### config.mk
export PLATFORM = sky130hd
export DESIGN_NAME = vst_timing_ctrl
export DESIGN_NICKNAME = d
export VERILOG_FILES = /design/src/core/vst_pkg.sv /design/src/core/vst_timing_ctrl.sv
export SDC_FILE = /design/constraint.sdc
export NUM_CORES = 1
export LEC_CHECK = 0
export BUFFER_PORTS_ARGS = -buffer_cell sky130_fd_sc_hd__buf_2
export CORE_UTILIZATION = 53
export DETAILED_ROUTE_END_ITERATION = 8
export PLACE_DENSITY = 0.76
export SYNTH_ARGS = -nofsm -noshare
export SYNTH_HDL_FRONTEND = slang
export SYNTH_SLANG_ARGS = --single-unit
### constraint.sdc
create_clock -name i_core_clk -period 10.2 [get_ports i_core_clk]
set_input_delay 3.06 -clock i_core_clk [delete_from_list [all_inputs] [get_ports i_core_clk]]
set_output_delay 3.06 -clock i_core_clk [all_outputs]
set_load 0.005 [all_outputs]
### src/core/vst_pkg.sv
package vst_pkg;

  // ************************************************************
  // Register subaddresses
  // ************************************************************
  localparam logic [7:0] ADDR_HORIZ_LOW = 8'h6c;  // Horizontal trigger, low byte
  localparam logic [7:0] ADDR_TRIG_HIGH_VERT = 8'h6d;  // Trigger high bits, vertical trigger
  localparam logic [7:0] ADDR_BLANK_CTRL = 8'h6e;  // Blanking, phase reset, delay, field
  localparam logic [7:0] ADDR_CAPTION_CTRL = 8'h6f;  // Caption and teletext
  localparam logic [7:0] ADDR_SYNC2_START_LOW = 8'h70;  // Second sync pin start, low byte
  localparam logic [7:0] ADDR_SYNC2_HIGH = 8'h72;  // Second sync pin high bits

  // ************************************************************
  // Field positions
  // ************************************************************
  localparam int HORIZ_HI_LSB = 5;  // Trigger bits 10:8 in bits 7:5
  localparam int VERT_LSB = 0;  // Vertical trigger in bits 4:0
  localparam int STD_VBLANK_BIT = 7;
  localparam int FORCE_BLANK_BIT = 6;
  localparam int SCRST_LSB = 4;
  localparam int YDEL_LSB = 2;
  localparam int FLEN_LSB = 0;
  localparam int CCON_LSB = 6;
  localparam int TTXON_BIT = 5;
  localparam int CCLINE_LSB = 0;
  localparam int SYNC2S_HI_LSB = 0;  // Start bits 10:8 in bits 2:0
  localparam logic [7:0] SYNC2_HIGH_MASK = 8'h77;  // Bits 7 and 3 reserved, read zero

  // ************************************************************
  // Reset values
  // ************************************************************
  localparam logic [7:0] RST_HORIZ_LOW = 8'h00;
  localparam logic [7:0] RST_TRIG_HIGH_VERT = 8'h00;
  localparam logic [7:0] RST_BLANK_CTRL = 8'h40;  // Force blank set
  localparam logic [7:0] RST_CAPTION_CTRL = 8'h00;
  localparam logic [7:0] RST_SYNC2_START_LOW = 8'h00;
  localparam logic [7:0] RST_SYNC2_HIGH = 8'h00;

  // ************************************************************
  // Timing constants, in clock cycles, half lines and lines
  // ************************************************************
  localparam logic [10:0] LINE_LEN_50 = 11'd1728;
  localparam logic [10:0] LINE_LEN_60 = 11'd1716;
  localparam logic [10:0] HSYNC_POS = 11'h04f;  // Leading slope of output hsync
  localparam logic [10:0] SYNC2_ALIGN = 11'h049;  // Start code aligned with hsync
  localparam logic [9:0] HALF_LINES_INT_50 = 10'd625;
  localparam logic [9:0] HALF_LINES_INT_60 = 10'd525;
  localparam logic [9:0] HALF_LINES_SHORT_50 = 10'd624;
  localparam logic [9:0] HALF_LINES_SHORT_60 = 10'd524;
  localparam logic [9:0] HALF_LINES_LONG_50 = 10'd626;
  localparam logic [9:0] HALF_LINES_LONG_60 = 10'd526;
  localparam logic [8:0] STD_VBL_END_50 = 9'd23;  // First active line, 50 Hz
  localparam logic [8:0] STD_VBL_END_60 = 9'd20;  // First active line, 60 Hz
  localparam logic [8:0] STD_VBL_LAST_50 = 9'd310;
  localparam logic [8:0] STD_VBL_LAST_60 = 9'd262;
  localparam logic [8:0] CC_OFFSET_M = 9'd4;
  localparam logic [8:0] CC_OFFSET_OTHER = 9'd1;

  // ************************************************************
  // Mode encodings
  // ************************************************************
  typedef enum logic [1:0] {
    SCRST_NONE = 2'b00,
    SCRST_TWO_LINES = 2'b01,
    SCRST_EIGHT_FIELDS = 2'b10,
    SCRST_FOUR_FIELDS = 2'b11
  } vst_scrst_t;

  typedef enum logic [1:0] {
    FLEN_INTERLACED = 2'b00,
    FLEN_SHORT = 2'b01,
    FLEN_LONG = 2'b10,
    FLEN_UNDEFINED = 2'b11
  } vst_flen_t;

  // Register file image
  typedef struct packed {
    logic [7:0] horiz_low;
    logic [7:0] trig_high_vert;
    logic [7:0] blank_ctrl;
    logic [7:0] caption_ctrl;
    logic [7:0] sync2_start_low;
    logic [7:0] sync2_high;
  } vst_regs_t;

  // Video sample pair travelling through the delay path
  typedef struct packed {
    logic [7:0] luma;
    logic [7:0] chroma;
  } vst_video_t;

  // Whole block state
  typedef struct packed {
    vst_regs_t regs;
    logic [7:0] rdata;
    logic [10:0] hcount;
    logic [9:0] half_line;
    logic field_even;
    logic [2:0] field_cnt;
    logic line_pair;
    logic prev_sync1;
    logic prev_sync2;
    logic prev_embedded;
    logic [7:0] luma_d1;
    logic [7:0] luma_d2;
    logic [7:0] luma_d3;
    vst_video_t video_out;
    logic hsync_start;
    logic vblank;
    logic blank;
    logic sc_reset;
    logic caption_line;
    logic sync2_pulse;
  } vst_state_t;

endpackage : vst_pkg

### src/core/vst_timing_ctrl.sv
`timescale 1ns/1ps
// Function
// Horizontal trigger is eleven bits, split registers
// Host keeps horizontal codes within line limits
// Higher code shortens delay; 79 aligns hsync
// Five-bit vertical trigger in half lines
// Blanking from programmed lines or standard
// Force blank holds output blanked, reset set
// Phase reset every two lines, eight/four fields
// Code zero resets only via enabled realtime input
// Luma delayed zero to three clocks
// Field length: interlaced, short, long fields
// Caption off, odd, even or both fields
// Teletext enable bit, off after reset
// Caption line is field plus four/one
// Second sync start is eleven bits, split
// Start code 49h aligns with composite sync
// Hsync source: pin one/embedded or pin two
// Host avoids undefined field length code 11
module vst_timing_ctrl
  import vst_pkg::*;
(
  input wire logic i_core_clk,
  input wire logic i_rst,
  input wire logic [7:0] i_reg_addr,  // Register subaddress
  input wire logic i_reg_wr,  // Write strobe
  input wire logic [7:0] i_reg_wdata,
  output logic [7:0] o_reg_rdata,  // Read data, one cycle after address
  input wire logic i_field_freq_select,  // 1 = 60 Hz, 0 = 50 Hz
  input wire logic i_secam,  // SECAM system active
  input wire logic i_hsync_source_select,  // 1 = take hsync from pin two
  input wire logic i_embedded_sync_select,  // 1 = use embedded line sync
  input wire logic i_embedded_sync,  // Decoded embedded line sync
  input wire logic i_sync_pin_one,  // Sync input on pin one
  input wire logic i_vsync_pin_one,  // Vertical sync level on pin one
  input wire logic i_sync_pin_two,  // Sync input on pin two
  input wire logic i_sync2_output_en,  // Pin two switched to output
  input wire logic i_realtime_control_input,  // Phase reset request
  input wire logic i_realtime_control_enable,
  input wire logic [8:0] i_first_active_line,
  input wire logic [8:0] i_last_active_line,
  input wire logic [7:0] i_luma,
  input wire logic [7:0] i_chroma,
  output logic [7:0] o_luma,
  output logic [7:0] o_chroma,
  output logic o_hsync_start,  // Leading slope of output hsync
  output logic o_field_even,
  output logic o_vblank,
  output logic o_blank,  // Output forced to blanking level
  output logic o_sc_phase_reset,  // Subcarrier phase reset pulse
  output logic o_caption_line,  // Current line carries caption data
  output logic [1:0] o_caption_enable,
  output logic o_teletext_enable,
  output logic o_sync_pin_two_out,
  output logic o_sync_pin_two_oe_n  // Low while pin two is driven
);

  // ************************************************************
  // Helpers
  // ************************************************************
  // Wraps a position into the current line length
  function automatic logic [10:0] wrap_pos(input logic [11:0] pos, input logic [10:0] len);
    if (pos >= {1'b0, len}) begin
      wrap_pos = 11'(pos - {1'b0, len});
    end else begin
      wrap_pos = pos[10:0];
    end
  endfunction : wrap_pos

  // Standard dependent caption line offset
  function automatic logic [8:0] cc_offset(input logic m_std);
    cc_offset = m_std ? CC_OFFSET_M : CC_OFFSET_OTHER;
  endfunction : cc_offset

  vst_state_t st;  // Registered state
  vst_state_t next_st;  // Next state

  // Decoded register fields
  logic [10:0] horiz_trigger_phase;
  logic [4:0] vert_trigger_phase;
  logic [10:0] sync2_out_start;
  logic std_vblank_select;
  logic force_blank;
  vst_scrst_t subcarrier_phase_reset_mode;
  logic [1:0] luma_delay;
  vst_flen_t field_length_ctrl;
  logic [1:0] caption_enable;
  logic teletext_enable;
  logic [4:0] caption_line_select;

  // Working terms
  logic [10:0] line_len;
  logic [10:0] half_len;
  logic [9:0] field_half_lines;
  logic [8:0] line_num;
  logic sel_sync;
  logic prev_sel;
  logic trig_edge;
  logic vert_trigger_phase_edge;
  logic line_start;
  logic half_start;
  logic field_end;
  logic [10:0] sync2_pos;

  // ************************************************************
  // Field decode
  // ************************************************************
  always_comb begin
    horiz_trigger_phase = {st.regs.trig_high_vert[HORIZ_HI_LSB +: 3],
                           st.regs.horiz_low};
    vert_trigger_phase = st.regs.trig_high_vert[VERT_LSB +: 5];
    sync2_out_start = {st.regs.sync2_high[SYNC2S_HI_LSB +: 3],
                       st.regs.sync2_start_low};
    std_vblank_select = st.regs.blank_ctrl[STD_VBLANK_BIT];
    force_blank = st.regs.blank_ctrl[FORCE_BLANK_BIT];
    subcarrier_phase_reset_mode = vst_scrst_t'(st.regs.blank_ctrl[SCRST_LSB +: 2]);
    luma_delay = st.regs.blank_ctrl[YDEL_LSB +: 2];
    field_length_ctrl = vst_flen_t'(st.regs.blank_ctrl[FLEN_LSB +: 2]);
    caption_enable = st.regs.caption_ctrl[CCON_LSB +: 2];
    teletext_enable = st.regs.caption_ctrl[TTXON_BIT];
    caption_line_select = st.regs.caption_ctrl[CCLINE_LSB +: 5];
  end

  // ************************************************************
  // Line and field geometry
  // ************************************************************
  always_comb begin
    line_len = i_field_freq_select ? LINE_LEN_60 : LINE_LEN_50;
    half_len = {1'b0, line_len[10:1]};
    // Undefined code runs like the interlaced default
    case (field_length_ctrl)
      FLEN_SHORT: begin
        field_half_lines = i_field_freq_select ? HALF_LINES_SHORT_60 : HALF_LINES_SHORT_50;
      end
      FLEN_LONG: begin
        field_half_lines = i_field_freq_select ? HALF_LINES_LONG_60 : HALF_LINES_LONG_50;
      end
      default: begin
        field_half_lines = i_field_freq_select ? HALF_LINES_INT_60 : HALF_LINES_INT_50;
      end
    endcase
    line_num = 9'(st.half_line[9:1]) + 9'd1;
    // Embedded sync only used while pin two is not selected
    if (i_hsync_source_select) begin
      sel_sync = i_sync_pin_two;
      prev_sel = st.prev_sync2;
    end else if (i_embedded_sync_select) begin
      sel_sync = i_embedded_sync;
      prev_sel = st.prev_embedded;
    end else begin
      sel_sync = i_sync_pin_one;
      prev_sel = st.prev_sync1;
    end
    trig_edge = sel_sync & ~prev_sel;
    vert_trigger_phase_edge = i_vsync_pin_one & ~st.prev_sync1;
    line_start = (st.hcount == '0);
    half_start = line_start | (st.hcount == half_len);
    field_end = half_start & (st.half_line == 10'(field_half_lines - 10'd1));
    // Composite sync sits at HSYNC_POS; start code SYNC2_ALIGN lands there
    sync2_pos = wrap_pos(12'({1'b0, sync2_out_start} + {1'b0, HSYNC_POS}
                             + {1'b0, line_len} - {1'b0, SYNC2_ALIGN}), line_len);
  end

  // ************************************************************
  // Next state
  // ************************************************************
  always_comb begin
    next_st = st;
    // Register writes; reserved bits kept zero
    if (i_reg_wr) begin
      case (i_reg_addr)
        ADDR_HORIZ_LOW: next_st.regs.horiz_low = i_reg_wdata;
        ADDR_TRIG_HIGH_VERT: next_st.regs.trig_high_vert = i_reg_wdata;
        ADDR_BLANK_CTRL: next_st.regs.blank_ctrl = i_reg_wdata;
        ADDR_CAPTION_CTRL: next_st.regs.caption_ctrl = i_reg_wdata;
        ADDR_SYNC2_START_LOW: next_st.regs.sync2_start_low = i_reg_wdata;
        ADDR_SYNC2_HIGH: next_st.regs.sync2_high = i_reg_wdata & SYNC2_HIGH_MASK;
        default: begin
          // Other subaddresses belong elsewhere
        end
      endcase
    end
    // Read mux, unmapped subaddresses read zero
    case (i_reg_addr)
      ADDR_HORIZ_LOW: next_st.rdata = st.regs.horiz_low;
      ADDR_TRIG_HIGH_VERT: next_st.rdata = st.regs.trig_high_vert;
      ADDR_BLANK_CTRL: next_st.rdata = st.regs.blank_ctrl;
      ADDR_CAPTION_CTRL: next_st.rdata = st.regs.caption_ctrl;
      ADDR_SYNC2_START_LOW: next_st.rdata = st.regs.sync2_start_low;
      ADDR_SYNC2_HIGH: next_st.rdata = st.regs.sync2_high;
      default: next_st.rdata = 8'h00;
    endcase

    // Edge history
    next_st.prev_sync1 = i_sync_pin_one;
    next_st.prev_sync2 = i_sync_pin_two;
    next_st.prev_embedded = i_embedded_sync;

    // Horizontal counter; trigger loads the code so a larger code reaches
    // the sync position sooner, code 79 landing on the trigger cycle
    if (trig_edge) begin
      next_st.hcount = wrap_pos({1'b0, horiz_trigger_phase}, line_len);
    end else if (st.hcount >= 11'(line_len - 11'd1)) begin
      next_st.hcount = '0;
    end else begin
      next_st.hcount = 11'(st.hcount + 11'd1);
    end

    // Half line counter and field sequence
    if (vert_trigger_phase_edge) begin
      next_st.half_line = {5'd0, vert_trigger_phase};
    end else if (field_end) begin
      next_st.half_line = '0;
      next_st.field_even = ~st.field_even;
      next_st.field_cnt = 3'(st.field_cnt + 3'd1);
    end else if (half_start) begin
      next_st.half_line = 10'(st.half_line + 10'd1);
    end
    if (line_start) begin
      next_st.line_pair = ~st.line_pair;
    end

    // Vertical blanking
    if (std_vblank_select) begin
      next_st.vblank = i_field_freq_select
                       ? (line_num < STD_VBL_END_60) || (line_num > STD_VBL_LAST_60)
                       : (line_num < STD_VBL_END_50) || (line_num > STD_VBL_LAST_50);
    end else begin
      next_st.vblank = (line_num < i_first_active_line) || (line_num > i_last_active_line);
    end
    // Force blank overrides everything
    next_st.blank = force_blank | next_st.vblank;

    // Subcarrier phase reset cadence
    case (subcarrier_phase_reset_mode)
      SCRST_TWO_LINES: begin
        // SECAM resets on every line start
        next_st.sc_reset = line_start & (i_secam | ~st.line_pair);
      end
      SCRST_EIGHT_FIELDS: next_st.sc_reset = field_end & (st.field_cnt == 3'd7);
      SCRST_FOUR_FIELDS: next_st.sc_reset = field_end & (st.field_cnt[1:0] == 2'd3);
      default: next_st.sc_reset = i_realtime_control_input & i_realtime_control_enable;
    endcase

    // Luma against chroma delay
    next_st.luma_d1 = i_luma;
    next_st.luma_d2 = st.luma_d1;
    next_st.luma_d3 = st.luma_d2;
    next_st.video_out.chroma = i_chroma;
    case (luma_delay)
      2'd1: next_st.video_out.luma = st.luma_d1;
      2'd2: next_st.video_out.luma = st.luma_d2;
      2'd3: next_st.video_out.luma = st.luma_d3;
      default: next_st.video_out.luma = i_luma;
    endcase

    // Caption line match per enabled field
    next_st.caption_line = (line_num == 9'({4'd0, caption_line_select}
                                           + cc_offset(i_field_freq_select)))
                           & (st.field_even ? caption_enable[1] : caption_enable[0]);

    // Timing pulses
    next_st.hsync_start = (st.hcount == HSYNC_POS);
    next_st.sync2_pulse = (st.hcount == sync2_pos);
  end

  // ************************************************************
  // State register
  // ************************************************************
  always_ff @(posedge i_core_clk or posedge i_rst) begin
    if (i_rst) begin
      st <= '0;
      st.regs.horiz_low <= RST_HORIZ_LOW;
      st.regs.trig_high_vert <= RST_TRIG_HIGH_VERT;
      st.regs.blank_ctrl <= RST_BLANK_CTRL;
      st.regs.caption_ctrl <= RST_CAPTION_CTRL;
      st.regs.sync2_start_low <= RST_SYNC2_START_LOW;
      st.regs.sync2_high <= RST_SYNC2_HIGH;
      st.blank <= 1'b1;
    end else begin
      st <= next_st;
    end
  end

  // ************************************************************
  // Outputs
  // ************************************************************
  always_comb begin
    o_reg_rdata = st.rdata;
    o_luma = st.video_out.luma;
    o_chroma = st.video_out.chroma;
    o_hsync_start = st.hsync_start;
    o_field_even = st.field_even;
    o_vblank = st.vblank;
    o_blank = st.blank;
    o_sc_phase_reset = st.sc_reset;
    o_caption_line = st.caption_line;
    o_caption_enable = caption_enable;
    o_teletext_enable = teletext_enable;
    o_sync_pin_two_out = st.sync2_pulse & i_sync2_output_en;
    o_sync_pin_two_oe_n = ~i_sync2_output_en;
  end

endmodule : vst_timing_ctrl

Word-level counts from Yosys, hierarchy flattened
Index checks and enable logic that the tools add are counted.
{"block": "totals", "output_inout_bits": 35, "wordCells": 121, "reg_bits": 129}
{"block": "classes", "reduce_logical": 12, "n_eq_ne": 21, "n_bitwise": 18, "magnitude_cmp": 9, "n_mux": 23, "add_sub_neg": 12}
{"operator": "$eq 8x7->1 const B", "n": 6}
{"operator": "$pmux 8 s6", "n": 1}
{"operator": "$mux 11", "n": 4}
{"operator": "$mux 10", "n": 3}
{"operator": "$mux 7", "n": 4}
{"operator": "$pmux 8 s3", "n": 1}
{"operator": "$ge 11x11->1", "n": 2}
{"operator": "$sub 11x11->11", "n": 2}
{"operator": "$gt 9x9->1 const B", "n": 2}
{"operator": "$lt 9x5->1 const B", "n": 2}
{"operator": "$pmux 7 s2", "n": 1}
{"operator": "$reduce_and 2->1", "n": 7}
{"operator": "$add 11x7->12 const B", "n": 1}
{"operator": "$add 12x11->12", "n": 1}
{"operator": "$eq 2x2->1 const B", "n": 6}
{"operator": "$ge 12x11->1", "n": 1}
{"operator": "$sub 12x7->12 const B", "n": 1}
{"operator": "$add 11x1->11 const B", "n": 1}
{"operator": "$eq 11x10->1", "n": 1}
{"operator": "$eq 11x11->1", "n": 1}
{"operator": "$eq 11x7->1 const B", "n": 1}
{"operator": "$logic_not 11->1", "n": 1}
{"operator": "$sub 10x2->11 const B", "n": 1}
{"operator": "$add 10x1->10 const B", "n": 1}
{"operator": "other kinds (18)", "n": 43}

Longest topological paths before layout
{"block": "depth", "word_depth": 7, "ltp_mapped": 19}

Worst setup path after synthesis
No wires, ideal clock.
{"block": "synth_timing", "path_type": "input port to flip-flop", "start": "input i_field_freq_select", "end": "register st[0] (netlist name)", "cell_stages": 18, "path_slack_ps": 3816, "n_path_buf": 1, "arrival_ps": 6319, "setup_time_ps": 65, "required_time_ps": 10135, "path_cell_list": "buf_6 -> inv_1 -> ha_1 -> inv_1 -> ha_1 -> inv_1 -> fa_1 -> xor2_1 -> inv_1 -> ha_1 -> nor2b_1 -> o311ai_0 -> a211oi_1 -> o21ai_0 -> nor2_1 -> o211a_1 -> nor4_1 -> o21a_1"}
{"item": "from (decl)", "line": "vst_timing_ctrl.sv:29", "source": "input wire logic i_field_freq_select,"}
{"item": "to (signal assigned)", "line": "vst_timing_ctrl.sv:281", "source": "st <= next_st;"}
{"item": "to (decl)", "line": "vst_timing_ctrl.sv:75", "source": "vst_state_t st;"}

==> metrics.txt <==
Post-CTS Setup Bufs=0; via count=just under 6,000; Rows=44; cts bufs inserted=17; cells after synthesis=741; RePlAce Congestion=~0.85; Commonest cells post-synth=dfrtp_1 (127), ha_1 (55), inv_1 (55), nand2_1 (54), mux2_2 (43); total die area=15,300 um2; clk_skew=0.00844 ns; pwr/cell area=~180 nW/um2; yosys warns=0; initial core utilization=0.541; I/O Buffers=98; Post-synth top flop=dfrtp_1; CP Data Required Time=10.56 ns; Cell Area, Synth=7830 um2; Final Hold Viols=0; overall power=1600 uW; global-route wire length before repair=29.2 mm; crit path cell chain=buf_2, inv_1, ha_1, inv_1, ha_1, inv_1, fa_1, xor2_1, inv_1, ha_1, nor2b_1, o311ai_0, a211oi_1, o21ai_0, nor2_1, o211a_1, nor4_1, o21a_1; CTS Hold Buffers Added=0; worst slew pin tran=1.09 ns; die outline height=124 um; CTS H-tree depth=4; Reg power frac=0.387; Final setup violation count=0; fmax=147 MHz; RSZ-0062 raised after global routing=no; min-delay worst type=flip-flop to flip-flop; asr flop ratio synth=1.00; largest net degree at the start of global routing=73; Synth top area share=0.406; max-cap viol count=0; Psw=472 uW; vias in the first global route=5,871; max_slew headroom=0.270; WS Path Type=primary input to flip-flop; minimum clock period after layout=just under 7 ns; DR iter-0 viols=544; slowest CP cell=fa_1; Final period util=0.669; Clock Tree Buf Depth=2; status=finished clean; Synth Net Count=861; GR Overflow Total=0; Core Area=14,500 um2; number of detailed-route iterations in the first pass=5; synth-to-layout area growth=13.5%; WHS=0.368 ns; design area=a little under 9000 um2; Int Pwr=1130 uW; Routed Antenna Nets=0; WL final=18.0 mm; Max FO, Critical Path=19; Post-Syn Area per Cell=10.6 um2; post-synthesis sequential area ratio=0.412; Critical Path Start Type=primary input; post-DR wirelength/cell=17.9 um; Unique masters post-synth=79; Antenna Cells=0; TritonCTS Sinks=129; Slew Viols, Final=0; GRT Total Usage=0.256; CTS tree=yes; Worst setup EP type=flip-flop; cell mode on critical path=inv_1; synth top area cells=dfrtp_1 (41%), ha_1 (8.8%), mux2_2 (6.2%); Lkg Pwr=between 0.004 and 0.005 uW; CTS Root Cell=clkbuf_16; share of layout cells above drive strength 1=0.258; clock power share=0.408; DP Wirelength=12.9 mm; # DRC=0; Filler cells=1,185; die width=124 um; Gate power share=0.205; initial antenna violation count=1; maximum vdd ir drop=between 0.0001 and 0.00015 V; Crit path largest cell delay=0.41 ns; Avg Vias per Cell=5.82; Post-synth EDFFs=0; Reg clk slew, reported paths=0.06 ns; Placed Area=just over 8000 um2; I/O pins=a little under 100; Arr. time, crit path=approximately 7.2 ns; # nets final=a little over 900; post-synth top area cell=dfrtp_1; clock latency on the worst-skew pair=0.42 ns; Final TNS setup=0 ns; #FFs+latches synth=129; post-cts sizing count=0; Net Sw Frac=0.294; most common cell in the netlist=dfrtp_1
power groups by stage:
stage	combinational [uW]	clock, uW	sequential (uW)
global placement	320	0	626
global route	368	689	627
finish	329	654	621
floorplan	286	0	589
CTS	329	665	620
detailed placement	325	0	628
routing by layer:
layer	routed length [um]	track usage
met3	909	0.0641
met1	7770	0.316
met5	0	0
met2	8820	0.421
met4	512	0.120
cell type report:
class / instances / area, um2 / area share
clock buffers: 20 / 457 / 0.0514
clock inverters: 12 / 180 / 0.0203
inverters: 56 / 213 / 0.0239
multi-input cells: 506 / 4080 / 0.458
flip-flops and latches: 129 / 3230 / 0.363
well taps: 184 / 230 / 0.0259
repair buffers: 100 / 505 / 0.0568
logic make-up (layout without fill, tap and decap cells):
group / Yosys count / after routing / synth area share
and+or+nand+nor: 188 / 188 / 0.128
xor gates and xnor gates: 55 / 55 / 0.0634
DFF: 129 / 129 / 0.412
AOI/OAI and AO/OA: 146 / 146 / 0.131
adders and majority gates: 56 / 56 / 0.0904
muxes: 61 / 61 / 0.108
buffers and inverters: 106 / 188 / 0.0671
final timing paths:
| path | start | endpoint | slack (ns) | depth (start not counted) |
|---|---|---|---|---|
| setup / recovery | i_field_freq_select | st[0] | 3.38 | 18 |
| hold / removal | next_st[35] | next_st[27] | 0.37 | 0 |
| setup reg to reg | st[93] | st[0] | 6.38 | 17 |
| hold reg to reg | next_st[35] | next_st[27] | 0.37 | 0 |
| max in group asynchronous | i_rst | st[58] | 6.07 | 3 |
| min in group asynchronous | i_rst | o_chroma[3] | 2.77 | 2 |
per-stage QoR:
step | cells | setup WS [ns] | util
floorplan | 741 | 3.70 | -
global placement | 975 | 3.10 | 0.570
detailed placement | 975 | 2.93 | 0.570
CTS | 1007 | 3.39 | 0.614
global route | 1007 | 3.12 | 0.614
finish | 1007 | 3.38 | 0.614
registers in the layout, indices dropped and copies added, names as in the netlist, 2 cells and up:
register             count
caption_line_select      5
o_luma                   8
field_length_ctrl        2
o_chroma                 8
o_caption_enable         2
st                      59
next_st                 16
o_reg_rdata              8
horiz_trigger_phase     11
luma_delay               2
cell usage in the layout (no fill, tap or decap), types with 6 or more instances in the layout:
master	count
a31o_2	6
mux2_2	43
o21a_1	6
a2111oi_0	6
o22ai_1	8
clkbuf_16	17
mux4_2	14
nand3_1	24
nand4_1	6
nor3_1	8
xnor2_1	25
nand2_1	54
or3_1	11
dfrtp_1	127
inv_1	54
xor2_1	29
nor2b_1	8
nor2_1	29
a21oi_1	26
ha_1	55
a21o_1	10
nor4_1	7
nand2b_1	9
buf_2	98
a211oi_1	6
o21ai_0	28
worst max-delay path, delay by kind of cell:
kind / cells / cell delay (ns)
xor+xnor: 1 / 0.24
compound gates: 5 / 1.24
simple gates: 3 / 0.52
fa+ha+maj: 4 / 1.26
buf+inv: 5 / 0.86
Note: power is estimated with default switching activity, not from simulation.
